$ cat src/rtl/crb_regs.svh
`ifndef CRB_REGS_SVH
`define CRB_REGS_SVH

// widths of the register paths and the fifo depth
`define CRB_DATA_W          25
`define CRB_PAIR_W          14
`define CRB_FIFO_DEPTH      32

// data-input masks per configuration, bit n-1 is input n
`define CRB_MASK_1TO1       25'h1FFFFB6
`define CRB_MASK_PAIR_A     25'h0003FB6
`define CRB_MASK_PAIR_B     25'h0001BBF

// reset values
`define CRB_DATA_RST        25'h0000000
`define CRB_BIT_RST         1'h0
`define CRB_WAKE_RST        2'h0

// timing
`define CRB_CLK_PERIOD_NS   100
`define CRB_CLK_HZ          10000000
`define CRB_MAX_CLK_HZ      450000000
`define CRB_RX_WAKE_NS      200
`define CRB_RX_WAKE_CYCLES  ((`CRB_RX_WAKE_NS + `CRB_CLK_PERIOD_NS - 1) / `CRB_CLK_PERIOD_NS)

`endif

$ cat src/rtl/crb_pkg.sv
package crb_pkg;

	// one sample of the controller-side pins
	typedef struct packed {
		logic        cs_primary;
		logic        cs_secondary;
		logic        odt;
		logic        cke;
		logic [24:0] data;
	} crb_pins_t;

	// the two static configuration selects
	typedef struct packed {
		logic width;
		logic arrangement;
	} crb_cfg_t;

	// one captured word as it travels through the buffer
	typedef struct packed {
		logic        hold;
		logic        wide;
		logic        cs;
		logic        odt;
		logic        cke;
		logic [24:0] data;
	} crb_word_t;

	// complete state of the top module, except the fifo state held in u_fifo
	typedef struct packed {
		crb_pins_t   pin_s1;
		crb_pins_t   pin_s2;
		crb_cfg_t    cfg_s1;
		crb_cfg_t    cfg_s2;
		logic [1:0]  wake;
		logic        rx_en;
		logic        wide;
		logic [24:0] q_data;
		logic        q_cs;
		logic        q_odt;
		logic        q_cke;
	} crb_state_t;

endpackage : crb_pkg

$ cat src/rtl/crb_fifo.sv
`timescale 1ns/100ps

module crb_fifo
	import crb_pkg::*;
#(
	parameter int W = 30,
	parameter int D = 32
) (
	input  wire logic         sys_clk,
	input  wire logic         rst_n,
	input  wire logic         in_valid,
	output logic              in_ready,
	input  wire logic [W-1:0] in_word,
	output logic              out_valid,
	input  wire logic         out_ready,
	output logic [W-1:0]      out_word
);

	localparam int AW = $clog2(D);
	localparam logic [AW:0] FULL = (AW + 1)'(D);

	// pointers wrap naturally, so D must be a power of two
	typedef struct packed {
		logic [D-1:0][W-1:0] mem;
		logic [AW-1:0]       wr;
		logic [AW-1:0]       rd;
		logic [AW:0]         cnt;
	} crb_fifo_state_t;

	crb_fifo_state_t st;
	crb_fifo_state_t next_st;
	logic            push;
	logic            pop;

	assign in_ready  = (st.cnt != FULL);
	assign out_valid = (st.cnt != '0);
	assign out_word  = st.mem[st.rd];
	assign push      = in_valid & in_ready;
	assign pop       = out_valid & out_ready;

	always_comb begin
		next_st = st;
		if (push) begin
			next_st.mem[st.wr] = in_word;
			next_st.wr         = st.wr + 1'b1;
		end
		if (pop) begin
			next_st.rd = st.rd + 1'b1;
		end
		unique case ({push, pop})
			2'b10: next_st.cnt = st.cnt + 1'b1;
			2'b01: next_st.cnt = st.cnt - 1'b1;
			2'b00,
			2'b11: next_st.cnt = st.cnt;
		endcase
	end

	always_ff @(posedge sys_clk or negedge rst_n) begin
		if (!rst_n) begin
			st <= '0;
		end else begin
			st <= next_st;
		end
	end

endmodule : crb_fifo

$ cat src/rtl/crb_top.sv
`timescale 1ns/100ps
`include "crb_regs.svh"

module crb_top
	import crb_pkg::*;
(
	input  wire logic        sys_clk,
	input  wire logic        rst_n,
	input  wire logic        width_select,
	input  wire logic        arrangement_select,
	input  wire logic        primary_chip_select_in,
	input  wire logic        secondary_chip_select_in,
	input  wire logic [24:0] data_in,
	input  wire logic        termination_ctrl_in,
	input  wire logic        clock_enable_ctrl_in,
	output logic             capture_ready,
	input  wire logic        drain_ready,
	output logic [24:0]      gated_data_out,
	output logic [13:0]      gated_data_out_a,
	output logic [13:0]      gated_data_out_b,
	output logic             chip_select_out,
	output logic             chip_select_out_a,
	output logic             chip_select_out_b,
	output logic             termination_ctrl_out,
	output logic             termination_ctrl_out_a,
	output logic             termination_ctrl_out_b,
	output logic             clock_enable_ctrl_out,
	output logic             clock_enable_ctrl_out_a,
	output logic             clock_enable_ctrl_out_b
);

	localparam int          WORD_W = $bits(crb_word_t);
	localparam logic [1:0]  WAKE_LAST = 2'(`CRB_RX_WAKE_CYCLES - 1);
	localparam logic [24:0] MASK_ONE = `CRB_MASK_1TO1;
	localparam logic [24:0] MASK_A   = `CRB_MASK_PAIR_A;
	localparam logic [24:0] MASK_B   = `CRB_MASK_PAIR_B;
	localparam logic [13:0] PAIR_ZERO = 14'h0000;
	localparam logic [24:0] ONE_ZERO  = `CRB_DATA_RST;

	crb_state_t st;
	crb_state_t next_st;
	crb_pins_t  pins;
	crb_cfg_t   cfg;
	crb_word_t  cap_word;
	crb_word_t  drain_word;
	logic       cap_valid;
	logic       cap_ready;
	logic       drain_valid;
	logic       drain_take;

	// mask of inputs that the configuration really uses
	function automatic logic [24:0] crb_used_mask(
		input logic wide,
		input logic arrangement
	);
		logic [24:0] m;
		m = MASK_ONE;
		if (wide) begin
			m = arrangement ? MASK_B : MASK_A;
		end
		return m;
	endfunction : crb_used_mask

	always_comb begin
		pins.cs_primary   = primary_chip_select_in;
		pins.cs_secondary = secondary_chip_select_in;
		pins.odt          = termination_ctrl_in;
		pins.cke          = clock_enable_ctrl_in;
		pins.data         = data_in;
		cfg.width         = width_select;
		cfg.arrangement   = arrangement_select;
	end

	// captured word, built only from the second synchroniser stage
	always_comb begin
		cap_word.hold = st.pin_s2.cs_primary & st.pin_s2.cs_secondary;
		cap_word.wide = st.cfg_s2.width;
		cap_word.cs   = st.pin_s2.cs_primary;
		cap_word.odt  = st.pin_s2.odt;
		cap_word.cke  = st.pin_s2.cke;
		cap_word.data = st.pin_s2.data &
			crb_used_mask(st.cfg_s2.width, st.cfg_s2.arrangement);
	end

	// no capture until receivers are awake
	assign cap_valid     = st.rx_en;
	assign capture_ready = cap_ready;
	assign drain_take    = drain_valid & drain_ready;

	crb_fifo #(
		.W (WORD_W),
		.D (`CRB_FIFO_DEPTH)
	) u_fifo (
		.sys_clk   (sys_clk),
		.rst_n     (rst_n),
		.in_valid  (cap_valid),
		.in_ready  (cap_ready),
		.in_word   (cap_word),
		.out_valid (drain_valid),
		.out_ready (drain_ready),
		.out_word  (drain_word)
	);

	always_comb begin
		next_st = st;
		next_st.pin_s1 = pins;
		next_st.pin_s2 = st.pin_s1;
		next_st.cfg_s1 = cfg;
		next_st.cfg_s2 = st.cfg_s1;

		if (!st.rx_en) begin
			next_st.wake = st.wake + 1'b1;
			if (st.wake == WAKE_LAST) begin
				next_st.rx_en = 1'b1;
			end
		end

		if (drain_take) begin
			next_st.wide = drain_word.wide;
			next_st.q_cs  = drain_word.cs;
			next_st.q_odt = drain_word.odt;
			next_st.q_cke = drain_word.cke;
			if (!drain_word.hold) begin
				next_st.q_data = drain_word.data;
			end
		end
	end

	always_ff @(posedge sys_clk or negedge rst_n) begin
		if (!rst_n) begin
			st <= '0;
		end else begin
			st <= next_st;
		end
	end

	// outputs are pure fan-out of the registered word;
	// the side not selected by width sits low
	always_comb begin
		// reset clears the flops feeding every output
		gated_data_out          = ONE_ZERO;
		gated_data_out_a        = PAIR_ZERO;
		gated_data_out_b        = PAIR_ZERO;
		chip_select_out         = 1'b0;
		chip_select_out_a       = 1'b0;
		chip_select_out_b       = 1'b0;
		termination_ctrl_out    = 1'b0;
		termination_ctrl_out_a  = 1'b0;
		termination_ctrl_out_b  = 1'b0;
		clock_enable_ctrl_out   = 1'b0;
		clock_enable_ctrl_out_a = 1'b0;
		clock_enable_ctrl_out_b = 1'b0;
		if (st.wide) begin
			gated_data_out_a        = st.q_data[13:0];
			gated_data_out_b        = st.q_data[13:0];
			chip_select_out_a       = st.q_cs;
			chip_select_out_b       = st.q_cs;
			termination_ctrl_out_a  = st.q_odt;
			termination_ctrl_out_b  = st.q_odt;
			clock_enable_ctrl_out_a = st.q_cke;
			clock_enable_ctrl_out_b = st.q_cke;
		end else begin
			gated_data_out        = st.q_data;
			chip_select_out       = st.q_cs;
			termination_ctrl_out  = st.q_odt;
			clock_enable_ctrl_out = st.q_cke;
		end
	end

	// layout A and layout B reach the pairs via the mask
	// single-cycle paths only, no multicycle logic

endmodule : crb_top

$ cat config.mk
export PLATFORM = sky130hd
export DESIGN_NAME = crb_top
export DESIGN_NICKNAME = d
export VERILOG_FILES = /design/src/rtl/crb_pkg.sv /design/src/rtl/crb_fifo.sv /design/src/rtl/crb_top.sv
export VERILOG_INCLUDE_DIRS = /design/src /design/src/rtl
export SDC_FILE = /design/constraint.sdc
export NUM_CORES = 2
export LEC_CHECK = 0
export BUFFER_PORTS_ARGS = -buffer_cell sky130_fd_sc_hd__buf_2
export CORE_UTILIZATION = 45
export CTS_CLUSTER_SIZE = 24
export DETAILED_ROUTE_END_ITERATION = 12
export MAX_ROUTING_LAYER = met4
export PLACE_DENSITY = 0.71
export SETUP_SLACK_MARGIN = 0.15
export SLEW_MARGIN = 20
export SYNTH_ARGS = -nofsm -noshare
export SYNTH_HDL_FRONTEND = slang
export SYNTH_SLANG_ARGS = --single-unit
$ cat constraint.sdc
create_clock -name sys_clk -period 3.76 [get_ports sys_clk]
set_clock_uncertainty 0.05 [all_clocks]
set_input_delay 0.188 -clock sys_clk [delete_from_list [all_inputs] [get_ports sys_clk]]
set_output_delay 0.188 -clock sys_clk [all_outputs]
set_load 0.1 [all_outputs]
## After elaboration in Yosys (flattened, before gate mapping)

Index checks and enable logic that the tools add are counted.

| storage, ports and cells | value |
|---|---|
| input bits | 34 |
| register bits | 1,070 |
| logic and storage cells | 97 |
| output and inout bits | 63 |

| operators by class | value |
|---|---|
| reduce and logical (&&, ||, !) cells | 5 |
| order comparisons | 3 |
| multiplexer cells | 18 |
| add/sub/neg operators | 5 |
| eq/ne operators | 5 |
| bitwise logic cells | 5 |

Operators with widths:

| kind | number |
|---|---|
| $bwmux 960 | 1 |
| $bmux 30 s5 | 1 |
| $demux 30 s5 | 1 |
| $mux 30 | 2 |
| $mux 25 | 2 |
| $mux 14 | 2 |
| $and 25x25->25 | 1 |
| $lt 5x6->1 const B | 2 |
| $pmux 6 s2 | 1 |
| $add 5x1->5 const B | 2 |
| $mux 1 | 8 |
| $add 6x1->6 const B | 1 |
| $ne 6x6->1 const B | 1 |
| $reduce_bool 6->1 | 1 |
| $sub 6x1->6 const B | 1 |
| $ge 5x1->1 const B | 1 |
| $eq 2x1->1 const B | 2 |
| $eq 2x2->1 const B | 2 |
| $and 1x1->1 | 3 |
| $add 2x1->2 const B | 1 |
| $logic_not 2->1 | 1 |
| $reduce_and 2->1 | 1 |
| $reduce_or 2->1 | 1 |
| $logic_and 1x1->1 | 1 |
| $not 1->1 | 1 |

## Longest topological paths before layout

| logic depth | value |
|---|---|
| word-level depth | 5 |
| mapped depth | 15 |
| depth with buffers taken out | 11 |

## By module

Synthesis repeated with hierarchy kept, for this count alone.

| unflattened totals | value |
|---|---|
| cell total of the unflattened synthesis | 2,875 |
| area, all modules | 47,675.7 um^2 |

By module, submodules not included:

| module | area an instance (um^2) | sequential area each (um^2) | cells each | instances |
|---|---|---|---|---|
| crb_fifo | 44,342.5 | 24,423.4 | 2,660 | 1 |
| crb_top | 3,333.2 | 2,302.2 | 215 | 1 |

## Least setup slack after synthesis

Ideal clock, no wire load.

| timing path | value |
|---|---|
| kind | register to register |
| start | reg u_fifo.st[2] (netlist bit) |
| end | reg u_fifo.st[4] (netlist bit) |
| required time | 3.631 ns |
| library setup time | 0.079 ns |
| arrival | 2.766 ns |
| path buffers | 3 |
| period minus slack after synthesis | 2.895 ns |
| cell stages (with the launch flop) | 14 |
| path slack | 0.865 ns |
| cell sequence | dfrtp_1 buf_2 nor3_2 a31oi_1 clkbuf_1 ha_1 clkbuf_1 xor2_1 ha_1 a21o_1 nand2_1 a21o_1 a21oi_1 xor2_1 |

| between the ends | value |
|---|---|
| cells in the longest elaborated chain, start to end | 4 |
| elaborated cells between the ends (all ways) | 12 |
| classes of those cells | add/sub: 2; eq/ne: 4; mux: 1; bitwise: 2; reduce/logical: 3 |

RTL lines:

| item | RTL line | RTL |
|---|---|---|
| start: declaration | crb_fifo.sv:30 | `crb_fifo_state_t st;` |
| start signal: assignment | crb_fifo.sv:62 | `st <= next_st;` |
| $reduce_bool 6->1 * | crb_fifo.sv:36 | `assign out_valid = (st.cnt != '0);` |
| $and 1x1->1 * | - |  |
| net drain_take | crb_top.sv:49 | `logic drain_take;` |
| $eq 2x1->1 (tied with other cells) | crb_fifo.sv:50 | `unique case ({push, pop})` |
| $pmux 6 s2 / $reduce_or 2->1 (equally long branches) | crb_fifo.sv:50 |  |

Mark *: on every way through the listed nets, which the timed path passes. The rest lies on a longest branch.
A chain may end at the register's enable or synchronous reset.

## Final worst setup path

| timing path | value |
|---|---|
| start | reg u_fifo.st[2] (netlist bit) |
| end | reg u_fifo.st[809] (netlist bit) |

| between the ends | value |
|---|---|
| cells in the longest elaborated chain, start to end | 2 |

RTL lines:

| item | RTL line | RTL |
|---|---|---|
| $ne 6x6->1 | crb_fifo.sv:35 | `assign in_ready = (st.cnt != FULL);` |
| $and 1x1->1 | crb_fifo.sv:38 | `assign push = in_valid & in_ready;` |

No other way between the ends.

==> results.cfg <==
[setup_path]
setup.worst_path.class = flip-flop to flip-flop
worstPathArrival_ns = 3.57
worstReg2RegStart = u_fifo.st[2]
cp.required_ns = 4.24
cp_slowest_stage_delay_ns = 0.59
ff2ff_setup_slack_ns = 0.68
path_delay_family = buffers and inverters
crit_buf_inv = 3
endpoint_kind = flip-flop
path_cells = nor3_2, a31oi_4, buf_4, nand3_2, buf_12, buf_4, nand2_1, o21ai_0
startpoint = u_fifo.st[2]
cpMostUsedCell = buf_4
start_kind = flip-flop
cp_max_fo = 24
slowest_stage = a31oi_4

[timing]
hold_viol_final = 0
worst_pin_slew_ns = 1.11
fmax_mhz = 325
finalSetupViolations = 0
fin_crit_ns = 3.08
rsz0062_at_grt = false
final-max-slew-violation-count = 0
final.setup.tns_ns = 0
slew_headroom_pct = 25.9
timing.final.crit_share_pct = 82.0

[clocking]
cts_resized = 0
cts.sinks = 1035
hold_buffers = 31
cts.clk_slew.worst_paths_ns = 0.06
cts.htree.levels = 3
clkLatencyLatePin_ns = 0.70
clk_path_buf_depth = 3
cts_buffers = 101
root_buffer = clkbuf_16
postCtsSetupBuffers = 0
cts_tree = done

[placed_design]
dp_cells = 4636
dpl_cell_area_mm2 = 0.0472
dp_hpwl_mm = 66.5
place.gp.congestion = 0.773
portBuffers = 92

[grt]
grt_pass1_vias = 29000
grt_max_degree = 125
grt_overflow = 0
grt_util_all_layers_pct = 24.9
antenna_found_initial = 5
grt_pass1_wl_mm = 184

[power_and_ir_drop]
ir_drop_uv = 847
switching_share_pct = 36.2
p_switching_uw = 16800
power_uw = 46300
sequentialPowerShare_pct = 40.1
p_int_uw = 29600
combPwrFrac_pct = 37.4
power_density_mw_per_mm2 = 911
leakagePower_uw = 0.0226
clkPwrFrac_pct = 22.5

[route]
wl_per_cell_um = 24.9
viasPerCell = 5.89
route.final.wire_length_mm = 121
vias = 28600
dr.pass1.iters = 7
drt_iter0_drc = 2626
drcViolationCount = 0
postRouteAntennaNets = 0

[floorplanning]
dieHeight_um = 319
start_util_pct = 45.3
rows = 116
pin_count = 97
die_area_mm2 = 0.102
fp.dieW_um = 319
coreArea_mm2 = 0.100

[synth]
synth-main-ff-cell = dfrtp_1
synthAdderAreaFrac_pct = 0.248
synth-seq-area-share_pct = 57.1
async_flop_share_pct = 100
netlist_instances = 3469
ys_warn_count = 0
synth_seq_cells = 1035
yosys.area_share.simple_pct = 6.76
synth_xor_area_share_pct = 0.290
synth-edff-count = 0
muxShareOfSynthArea_pct = 23.5
synth_area_per_cell_um2 = 13.1
synth_top_family_by_area = multiplexers
ys_types = 53
syn_area_mm2 = 0.0453
synth_compound_area_share_pct = 8.30

[finish]
final-instance-count-excl-fill = 4853
area_growth_pct = 12.3
nets = 3515
final_cell_area_mm2 = 0.0509
drive_above_1_share_pct = 25.9
fill_cells = 8351

[run_status]
status = finished, final reports clean

[min_path]
hp-class = input port to async pin

[run]
drv_cap = 0
## cell usage after synthesis, types with 3 or more instances
cell / number / share of area [%]
xnor2_1: 10 / 0.19
a22o_1: 30 / 0.58
buf_4: 46 / 0.76
nand3_2: 9 / 0.20
buf_2: 63 / 0.70
nor2b_1: 31 / 0.43
nor2_1: 8 / 0.066
a32oi_1: 12 / 0.23
mux2_2: 237 / 5.9
a21oi_1: 12 / 0.13
mux2_1: 202 / 5.0
inv_1: 8 / 0.066
a221oi_2: 5 / 0.17
buf_1: 12 / 0.099
o21ai_1: 38 / 0.42
nand3_1: 9 / 0.099
clkbuf_1: 209 / 1.7
and2_1: 18 / 0.25
o21ai_0: 513 / 5.7
mux2i_1: 40 / 0.88
mux4_2: 223 / 11
nand2_1: 539 / 4.5
nor3b_2: 3 / 0.083
a221oi_1: 34 / 0.66
a31oi_1: 4 / 0.055
dfrtp_1: 1035 / 57
ha_1: 9 / 0.25
buf_6: 14 / 0.35
mux2_4: 20 / 0.66
xor2_1: 5 / 0.097
a2bb2oi_1: 3 / 0.058
a22oi_1: 12 / 0.20
nand3_4: 20 / 0.77
nand2b_1: 11 / 0.15
## path summary, 6_finish.rpt
| path | endpoint | cells after the start |
|---|---|---|
| max in group asynchronous | st[28] | 3 |
| setup / recovery | u_fifo.st[809] | 8 |
| hold / removal | u_fifo.st[763] | 2 |
| setup reg to reg | u_fifo.st[809] | 8 |
| min in group sys_clk | u_fifo.st[6] | 5 |
| hold reg to reg | st[39] | 0 |
## placed cells by master, fill, tap and decap left out, drive strengths merged, types with 4 or more instances in the layout
cell type | netlist | layout
nand3 | 38 | 38
diode | 0 | 4
bufinv | 0 | 10
xor2 | 5 | 5
a32oi | 12 | 12
a22o | 30 | 30
a31oi | 5 | 5
mux4 | 223 | 223
clkbuf | 209 | 136
nor2 | 10 | 10
a22oi | 12 | 12
inv | 9 | 13
xnor2 | 10 | 10
nand2b | 11 | 11
ha | 9 | 9
nor2b | 32 | 32
dfrtp | 1035 | 1035
mux2 | 459 | 459
and2 | 18 | 18
a221oi | 39 | 39
nand2 | 540 | 540
a21oi | 12 | 12
mux2i | 40 | 40
o21ai | 551 | 551
dlygate4sd3 | 0 | 31
buf | 136 | 212
clkinv | 0 | 29
## cell families after synthesis
logic type	count (synthesis)
flip-flops	1035
multiplexers	722
AO/OA/AOI/OAI	670
AND/OR/NAND/NOR	663
buffers and inverters	354
XOR/XNOR	15
adder cells (fa/ha/maj)	9
other	1
## per-stage QoR
stage	setup slack (ns)	hold slack [ns]	utilization (%)
global route	0.417	0.0683	50.9
global placement	0.743	0.186	47.2
detailed placement	0.708	0.181	47.2
finish	0.679	0.0559	50.9
CTS	0.678	0.0499	50.9
floorplan	0.865	-0.158	-
## routing by layer
metal  wire [µm]  vias up  global-route usage, %  part of all wire [%]
met5           0        -                      -                     0
met4        4020        0                   8.70                   3.3
met3        7940      236                   4.41                   6.6
met2       57300      994                   38.1                    48
met1       51400    15000                   33.4                    43
li1            -    12300                      -                     -
## flip-flops by register name, indices dropped and copies added, names as in the netlist
signal,flops
cap_word,4
cap_valid,1
next_st,30
st,56
u_fifo.st,944
## layout make-up
cell class / instances / area (µm²) / share of cell area, %
Antenna cell: 4 / 10.0 / 0.0197
Clock buffer: 136 / 2860 / 5.62
Clock inverter: 46 / 533 / 1.05
Inverter: 9 / 33.8 / 0.0664
Multi-Input combinational cell: 2082 / 17800 / 35.0
Sequential cell: 1035 / 25900 / 50.9
Tap cell: 1298 / 1620 / 3.19
Timing Repair Buffer: 243 / 2120 / 4.16
## power groups by stage
stage | combinational [µW] | clock [µW] | sequential (µW)
after floorplan | 13800 | 0 | 17200
after global placement | 16900 | 0 | 18400
after detailed placement | 17300 | 0 | 18600
after CTS | 17400 | 10600 | 18500
after global routing | 18600 | 11000 | 19100
final | 17300 | 10400 | 18600
Note: power is estimated with default switching activity, not from simulation.
